[config.mk]
export PLATFORM = sky130hd
export DESIGN_NAME = npic_ctrl
export DESIGN_NICKNAME = d
export VERILOG_FILES = /design/src/verilog/npic_pkg.sv /design/src/verilog/npic_ctrl.sv
export SDC_FILE = /design/constraint.sdc
export NUM_CORES = 1
export LEC_CHECK = 0
export BUFFER_PORTS_ARGS = -buffer_cell sky130_fd_sc_hd__buf_4
export CAP_MARGIN = 5
export CORE_UTILIZATION = 53
export DETAILED_ROUTE_END_ITERATION = 6
export PLACE_DENSITY = 0.88
export SLEW_MARGIN = 20
export SYNTH_ARGS = -nofsm -noshare
export SYNTH_HDL_FRONTEND = slang
export SYNTH_SLANG_ARGS = --single-unit
[constraint.sdc]
create_clock -name core_clk -period 34.2 [get_ports core_clk]
set_input_delay 6.84 -clock core_clk [delete_from_list [all_inputs] [get_ports core_clk]]
set_output_delay 6.84 -clock core_clk [all_outputs]
set_load 0.01 [all_outputs]
[src/verilog/npic_pkg.sv]
// Summary of operation
// RULE1: four software nesting levels, sixteen hardware-fixed vectors.
// RULE2: current level held in condition-code bits five and three.
// RULE3: vector addresses fixed from FFE0h to FFFFh by hardware order.
// RULE4: current instruction completes before the service entry begins.
// RULE5: entry pushes program counter, index, accumulator and condition code.
// RULE6: entry loads level bits from the serviced vector's priority field.
// RULE7: after stacking, program counter loads vector address, routine fetched.
// RULE8: return pops saved registers, restoring the previous level bits.
// RULE9: level codes: 0=10, 1=01, 2=00, 3=11 (high bit, low bit).
// RULE10: highest software priority wins; ties go to fixed hardware order.
// RULE11: unserviced requests stay latched until they become highest.
// RULE12: reset and trap count as highest software priority.
// RULE13: non-maskable events ignore level; stack except reset; set level 3.
// RULE14: reset and trap both wake the processor from halt.
// RULE15: after reset the first routine runs at level 3, top hardware order.
// RULE16: maskable request served only if enabled and above current level.
// RULE17: edge external requests latch and clear on routine entry.
// RULE18: pins sharing one external line are ORed together.
// RULE19: peripheral request raised only while flag and enable both set.
// RULE20: source clear sequence resets the latch, dropping a pending request.
// RULE21: any source wakes from wait; only halt-capable ones wake from halt.
// RULE22: on halt exit a halt-capable source goes first, then the rest.
// RULE23: arbitration evaluated at every instruction boundary.
// RULE24: priority registers reset to all ones; last register upper nibble ones.
// RULE25: writing the level-0 code into a priority field is ignored.
`default_nettype none
package npic_pkg;
  localparam int NUM_VEC = 14;
  localparam int NUM_PRIO_REG = 4;
  localparam int CC_LVL_HIGH_POS = 5;
  localparam int CC_LVL_LOW_POS = 3;
  localparam logic [1:0] LVL0 = 2'h2;
  localparam logic [1:0] LVL1 = 2'h1;
  localparam logic [1:0] LVL2 = 2'h0;
  localparam logic [1:0] LVL3 = 2'h3;
  localparam logic [7:0] PRIO_RESET = 8'hFF;
  localparam logic [7:0] LAST_REG_FIXED = 8'hF0;
  localparam logic [15:0] VEC_RESET = 16'hFFFE;
  localparam logic [15:0] VEC_TRAP = 16'hFFFC;
  localparam logic [15:0] VEC_BASE = 16'hFFFA;
  localparam logic [15:0] VEC_LOW = 16'hFFE0;
  localparam logic [7:0] CC_RESET = 8'hEA;
  typedef enum logic [1:0] {
    NPIC_RUN = 2'h0,
    NPIC_WAIT = 2'h1,
    NPIC_HALT = 2'h2
  } npic_pwr_t;
endpackage
`default_nettype wire

[src/verilog/npic_ctrl.sv]
`timescale 1ns/1ns
`default_nettype none
// controller for vectors 0..13; vector n sits at FFFA - 2n
module npic_ctrl #(
  parameter int NV = 14
) (
  // clock and reset
  input wire logic core_clk,
  input wire logic rst_n,
  // cpu core handshake
  input wire logic insn_boundary,
  input wire logic trap_req,
  input wire logic return_from_handler,
  input wire logic [7:0] popped_cc,
  input wire logic cc_write,
  input wire logic [7:0] cc_wdata,
  input wire logic wait_enter,
  input wire logic halt_enter,
  output logic service_take,
  output logic stack_context,
  output logic [15:0] vector_addr,
  output logic [3:0] vector_num,
  output logic vector_nmi,
  output logic [7:0] condition_code_reg,
  output logic level_bit_high,
  output logic level_bit_low,
  output logic cpu_run,
  // priority register port
  input wire logic prio_we,
  input wire logic [1:0] prio_addr,
  input wire logic [7:0] prio_wdata,
  output logic [7:0] prio_rdata,
  // external pins, per-vector groups of four
  input wire logic [4*NV-1:0] ext_pins,
  input wire logic [NV-1:0] ext_pin_sel,
  input wire logic [NV-1:0] ext_edge_mode,
  // peripheral sources
  input wire logic [NV-1:0] periph_flag,
  input wire logic [NV-1:0] periph_enable,
  input wire logic [NV-1:0] src_clear,
  input wire logic [NV-1:0] halt_capable,
  output logic [NV-1:0] pending
);
  generate
    if (NV > npic_pkg::NUM_VEC || NV < 1) begin : g_bad_nv
      $error("vector count out of range");
    end
  endgenerate

  logic [7:0] vector_priority_regs [npic_pkg::NUM_PRIO_REG];
  logic [NV-1:0] s1, s2, s3, edge_latch, take_onehot;
  logic [1:0] lvl;
  logic [7:0] cc_rest;
  npic_pkg::npic_pwr_t pwr, next_pwr;
  logic reset_entry, halt_first;

  // OR of the four pins of each selected external line
  logic [NV-1:0] ext_raw;
  genvar g;
  generate
    for (g = 0; g < NV; g++) begin : g_or
      assign ext_raw[g] = ext_pin_sel[g] & (|ext_pins[4*g+3:4*g]); // [RULE18]
    end
  endgenerate

  always_ff @(posedge core_clk or negedge rst_n) begin
    if (!rst_n) begin
      s1 <= '0;
      s2 <= '0;
      s3 <= '0;
    end else begin
      s1 <= ext_raw;
      s2 <= s1;
      s3 <= s2;
    end
  end

  // a pin change counts once the second and third stages agree
  logic [NV-1:0] ext_level, next_ext_level;
  assign next_ext_level = (s2 & s3) | (ext_level & (s2 | s3));
  wire [NV-1:0] ext_rise = next_ext_level & ~ext_level;

  // software priority per vector, with nonmaskable code above everything
  function automatic logic [1:0] rank(input logic [1:0] code);
    case (code)
      npic_pkg::LVL0: rank = 2'h0;
      npic_pkg::LVL1: rank = 2'h1;
      npic_pkg::LVL2: rank = 2'h2;
      default: rank = 2'h3;
    endcase
  endfunction // [RULE9]

  logic [1:0] vprio [NV];
  logic [NV-1:0] req, elig;
  generate
    for (g = 0; g < NV; g++) begin : g_src
      assign vprio[g] = vector_priority_regs[g/4][2*(g%4)+:2];
      assign req[g] = (periph_flag[g] & periph_enable[g]) // [RULE19]
                    | edge_latch[g]
                    | (~ext_edge_mode[g] & ext_level[g]);
      // enabled and above current level; else stays pending [RULE16]
      assign elig[g] = req[g] & (rank(vprio[g]) > rank(lvl))
                     & (~halt_first | halt_capable[g]); // [RULE22]
    end
  endgenerate
  assign pending = req; // [RULE11]

  // pick highest software rank, lowest index breaks ties
  logic [3:0] win_idx;
  logic win_any;
  logic [1:0] win_rank;
  always_comb begin
    win_idx = 4'h0;
    win_any = 1'b0;
    win_rank = 2'h0;
    for (int i = NV - 1; i >= 0; i--) begin
      if (elig[i] && (!win_any || rank(vprio[i]) >= win_rank)) begin
        win_any = 1'b1;
        win_idx = 4'(i);
        win_rank = rank(vprio[i]);
      end
    end
  end // [RULE10]

  // wake: any request or trap from wait, only halt-capable requests or trap from halt
  wire wake_any = |req;
  wire wake_halt = |(req & halt_capable); // [RULE21]
  always_comb begin
    next_pwr = pwr;
    case (pwr)
      npic_pkg::NPIC_RUN: begin
        if (halt_enter)
          next_pwr = npic_pkg::NPIC_HALT;
        else if (wait_enter)
          next_pwr = npic_pkg::NPIC_WAIT;
      end
      npic_pkg::NPIC_WAIT: begin
        if (wake_any || trap_req)
          next_pwr = npic_pkg::NPIC_RUN;
      end
      npic_pkg::NPIC_HALT: begin
        if (wake_halt || trap_req)
          next_pwr = npic_pkg::NPIC_RUN; // [RULE14]
      end
      default: next_pwr = npic_pkg::NPIC_RUN;
    endcase
  end
  assign cpu_run = (pwr == npic_pkg::NPIC_RUN);

  // take at boundary only, except reset entry; trap and reset outrank all maskable [RULE12]
  wire boundary = insn_boundary & cpu_run; // [RULE4] [RULE23]
  wire take_trap = boundary & trap_req & ~reset_entry; // [RULE13]
  wire take_mask = boundary & win_any & ~trap_req & ~reset_entry;
  assign service_take = reset_entry | take_trap | take_mask;
  assign stack_context = take_trap | take_mask; // [RULE5]
  assign vector_nmi = reset_entry | take_trap;
  assign take_onehot = take_mask ? (NV'(1) << win_idx) : '0;

  wire [15:0] mask_vec = npic_pkg::VEC_BASE - {11'h0, win_idx, 1'b0};
  assign vector_addr = reset_entry ? npic_pkg::VEC_RESET :
                       take_trap ? npic_pkg::VEC_TRAP : mask_vec; // [RULE3] [RULE7]
  assign vector_num = win_idx;

  wire [1:0] next_lvl_take = vector_nmi ? npic_pkg::LVL3 : vprio[win_idx];

  always_ff @(posedge core_clk or negedge rst_n) begin
    if (!rst_n) begin
      ext_level <= '0;
      pwr <= npic_pkg::NPIC_RUN;
      reset_entry <= 1'b1;
      halt_first <= 1'b0;
    end else begin
      ext_level <= next_ext_level;
      pwr <= next_pwr;
      reset_entry <= 1'b0; // [RULE15]
      if (pwr == npic_pkg::NPIC_HALT && next_pwr == npic_pkg::NPIC_RUN)
        halt_first <= 1'b1;
      else if (service_take)
        halt_first <= 1'b0; // [RULE22]
    end
  end

  // edge latches: set wins over entry clear and software clear
  logic [NV-1:0] next_edge_latch;
  assign next_edge_latch = (ext_rise & ext_edge_mode)
                         | (edge_latch & ~take_onehot & ~src_clear); // [RULE17] [RULE20]
  always_ff @(posedge core_clk or negedge rst_n) begin
    if (!rst_n)
      edge_latch <= '0;
    else
      edge_latch <= next_edge_latch;
  end

  // condition code: level in bits 5 and 3
  logic [1:0] next_lvl;
  logic [7:0] next_cc_rest;
  always_comb begin
    next_lvl = lvl;
    next_cc_rest = cc_rest;
    if (service_take) begin
      next_lvl = next_lvl_take; // [RULE6] [RULE13]
    end else if (return_from_handler && boundary) begin
      next_lvl = {popped_cc[npic_pkg::CC_LVL_HIGH_POS],
                  popped_cc[npic_pkg::CC_LVL_LOW_POS]}; // [RULE8]
      next_cc_rest = popped_cc;
    end else if (cc_write) begin
      next_lvl = {cc_wdata[npic_pkg::CC_LVL_HIGH_POS],
                  cc_wdata[npic_pkg::CC_LVL_LOW_POS]};
      next_cc_rest = cc_wdata;
    end
  end
  always_ff @(posedge core_clk or negedge rst_n) begin
    if (!rst_n) begin
      lvl <= npic_pkg::LVL3;
      cc_rest <= npic_pkg::CC_RESET;
    end else begin
      lvl <= next_lvl;
      cc_rest <= next_cc_rest;
    end
  end
  always_comb begin
    condition_code_reg = cc_rest;
    condition_code_reg[npic_pkg::CC_LVL_HIGH_POS] = lvl[1]; // [RULE2]
    condition_code_reg[npic_pkg::CC_LVL_LOW_POS] = lvl[0];
  end
  assign level_bit_high = lvl[1];
  assign level_bit_low = lvl[0];

  // priority registers: level-0 code writes keep the old field
  function automatic logic [7:0] merge(input logic [7:0] old_v,
                                       input logic [7:0] new_v);
    merge = new_v;
    for (int k = 0; k < 4; k++) begin
      if (new_v[2*k+:2] == npic_pkg::LVL0)
        merge[2*k+:2] = old_v[2*k+:2]; // [RULE25]
    end
  endfunction
  always_ff @(posedge core_clk or negedge rst_n) begin
    if (!rst_n) begin
      for (int r = 0; r < npic_pkg::NUM_PRIO_REG; r++)
        vector_priority_regs[r] <= npic_pkg::PRIO_RESET; // [RULE24]
    end else if (prio_we) begin
      vector_priority_regs[prio_addr] <=
        merge(vector_priority_regs[prio_addr], prio_wdata);
    end
  end
  assign prio_rdata = (prio_addr == 2'h3) ?
    (vector_priority_regs[3] | npic_pkg::LAST_REG_FIXED) :
    vector_priority_regs[prio_addr]; // [RULE24]
  // sixteen vector slots: reset, trap and fourteen maskable [RULE1]
endmodule
`default_nettype wire

==> out/results.ini <==
[pwr]
p_clk_share_pct=20.1
p_int_uw=506
pwr-share-seq_pct=19.3
switchingPower_uw=415
p_sw_share_pct=45.0
vdd_ir_drop_max_uv=62.6
pwr_density_cell_nw_per_um2=89.1
leakage_nw=4.96
p_comb_share_pct=60.6

[drt]
finalWirelength_um=26100
drc_errors=0
dr.pass1.iters=5
antenna_left=0
routedWlPerCell_um=20.9
detail_route.iter0.violations=596
vias_per_cell=6.15
vias=7702

[cells_and_area]
fin_area_um2=10300
final_cell_mix=227 x buf_4, 93 x nand2_1, 79 x ha_1
final_nets=1309
area.growth.synth_to_final_pct=30.2
diodes=0
drive_above_1_share_pct=33.9
utilization_pct=70.9
final_common_cell=buf_4

[global_route]
grt_pass1_vias=7681
grt.total_usage_pct=34.1
grt_pass1_wl_um=40900
grt_max_degree=73
antenna_found_initial=0
overflow=0

[timing]
worstMarginPinSlew_ns=0.928
setup_viol=0
fin_worst_skew_ns=0.0120
period_share_pct=94.9
slew_headroom_pct=37.5
hold_violations=0
period_minus_slack_ns=32.46
drv_slew=0
fmax_mhz=30.8
hold_ws_ns=0.347
setup_tns_ns=0
rsz0062_at_grt=false
setup_slack_ns=1.74

[setup_path]
crit_type=in -> out
cp_max_fo=11
cp-end-kind=output port
required_ns=27.36
max_stage_delay_ns=0.54
worstPathArrival_ns=25.62
r2r_slack_ns=13.35
crit_slowest_cell=a221oi_1
critPathLaunchType=input port
timing.critical_path.mode_cell=ha_1

[clock_network]
clkSlewWorstSetupHoldPaths_ns=0.05
clock-sinks=114
clock_path_buffers=2
cts_made_buffers=17
cts-hold-fix-buffers=0
cts-resized-gates=0
cts_htree_levels=4
tritoncts=done
cts_setup_buffers=0
ctsRootBufferMaster=clkbuf_16
clk_latency_ns=0.42

[synth]
synth_warnings=0
avgSynthCellArea_um2=9.59
synthDistinctLibCells=97
synth-seq-cells=114
async_flop_share_pct=100
synth_top_area_share_pct=23.9
ys.flop_type=dfrtp_1
synth_largest_area_cell=dfrtp_1
synthTopCellsByArea=dfrtp_1 24%, dfstp_2 13%, ha_1 12%
synth_edf_count=0
syn_area_um2=7940
synthCells=828
synth_seq_area_share_pct=36.5

[floorplanning]
die_h_um=124
die_width_um=124
design.die.area_um2=15500
placementRows=44
start_util_pct=54.4
core_um2=14600
pin_count=231

[place]
place_ws_ns=2.08
dpl_cell_area_um2=9730
io_buffers=218
gp_congestion=0.961
dp_hpwl_um=19900

[min_path]
min_path_type=reg -> reg

[run]
maxCapViolCount=0

[run_status]
outcome=finished clean

==> cells by family (layout without fill, tap and decap cells) <==
group                      count (synthesis)  in the layout  synth area share [%]
buffers and inverters                     88            317                  5.12
and+or+nand+nor                          250            250                  16.3
xor gates and xnor gates                   1              1                 0.110
AOI/OAI and AO/OA                        256            256                  23.4
adders and majority gates                 93             93                  14.2
other                                      2             13                0.0946
DFF                                      114            114                  36.5
muxes                                     24             24                  4.28
==> Yosys cell counts, types with 5 or more instances <==
| cell type | number |
|---|---|
| o41a_1 | 14 |
| nor2_1 | 43 |
| mux4_2 | 7 |
| a21o_1 | 15 |
| and3_1 | 6 |
| nand2b_1 | 19 |
| maj3_1 | 14 |
| dfstp_2 | 38 |
| buf_4 | 15 |
| a21o_2 | 6 |
| nand3_1 | 14 |
| or2_2 | 5 |
| a21oi_1 | 45 |
| nand4_1 | 16 |
| ha_1 | 79 |
| a221oi_1 | 5 |
| a211oi_1 | 7 |
| inv_1 | 56 |
| dfrtp_1 | 76 |
| nor2b_1 | 12 |
| nor4_1 | 6 |
| o21ai_0 | 74 |
| o21ai_1 | 7 |
| clkbuf_1 | 11 |
| mux2i_1 | 13 |
| nand2_1 | 93 |
| a22oi_1 | 7 |
| o2111ai_1 | 5 |
==> path summary, 6_finish.rpt <==
path	start	end	cells after the start
worst min-delay path	s1[3]	s2[3]	0
worst min register to register	s1[3]	s2[3]	0
worst max register to register	lvl[1]	edge_latch[13]	92
min in group asynchronous	rst_n	edge_latch[7]	1
worst max-delay path	ext_edge_mode[13]	vector_addr[4]	91
max in group asynchronous	rst_n	ext_level[4]	2
==> final cells by class <==
type                            instances  area, µm²
Sequential cell                       114       2900
Timing Repair Buffer                  227       1700
Fill cell                            1066       4250
Multi-Input combinational cell        637       4680
Tap cell                              184        230
Clock inverter                         10        158
Clock buffer                           22        454
Inverter                               58        219
==> metrics by stage <==
| stage | cells | total power [mW] |
|---|---|---|
| final | 1252 | 0.921 |
| after global routing | 1252 | 0.980 |
| after CTS | 1252 | 0.908 |
| after detailed placement | 1220 | 0.720 |
| after global placement | 1220 | 0.709 |
| after floorplan | 839 | 0.551 |
==> power by group through the flow <==
| stage | sequential (mW) | combinational, mW | clock, mW |
|---|---|---|---|
| after global routing | 0.179 | 0.608 | 0.192 |
| after floorplan | 0.171 | 0.381 | 0 |
| after global placement | 0.178 | 0.530 | 0 |
| after detailed placement | 0.179 | 0.541 | 0 |
| after CTS | 0.177 | 0.545 | 0.185 |
| final | 0.178 | 0.558 | 0.185 |
==> critical path: cells and delay by family <==
family	cells	cell delay (ns)
adder cells (fa/ha/maj)	15	4.05
buffers and inverters	5	0.50
multiplexers	4	1.35
AND/OR/NAND/NOR	29	4.19
XOR/XNOR	1	0.13
AO/OA/AOI/OAI	37	8.50
==> per-layer routing <==
layer	share of wire, %	GRT usage, %	up-vias	routed length (µm)
li1	-	-	3484	-
met1	37	40.8	3675	9780
met2	49	57.2	443	12800
met3	8.3	7.26	100	2180
met4	5.2	18.9	0	1370
met5	0	0	-	0
==> state kept, by name, indices dropped and copies added (netlist names) <==
signal and cells:
cc_rest 6, s1 14, lvl 2, s2 14
ext_level 14, s3 14, edge_latch 14, vector_priority_regs 32
reset_entry 1, pwr 2, halt_first 1
Note: power is estimated with default switching activity, not from simulation.
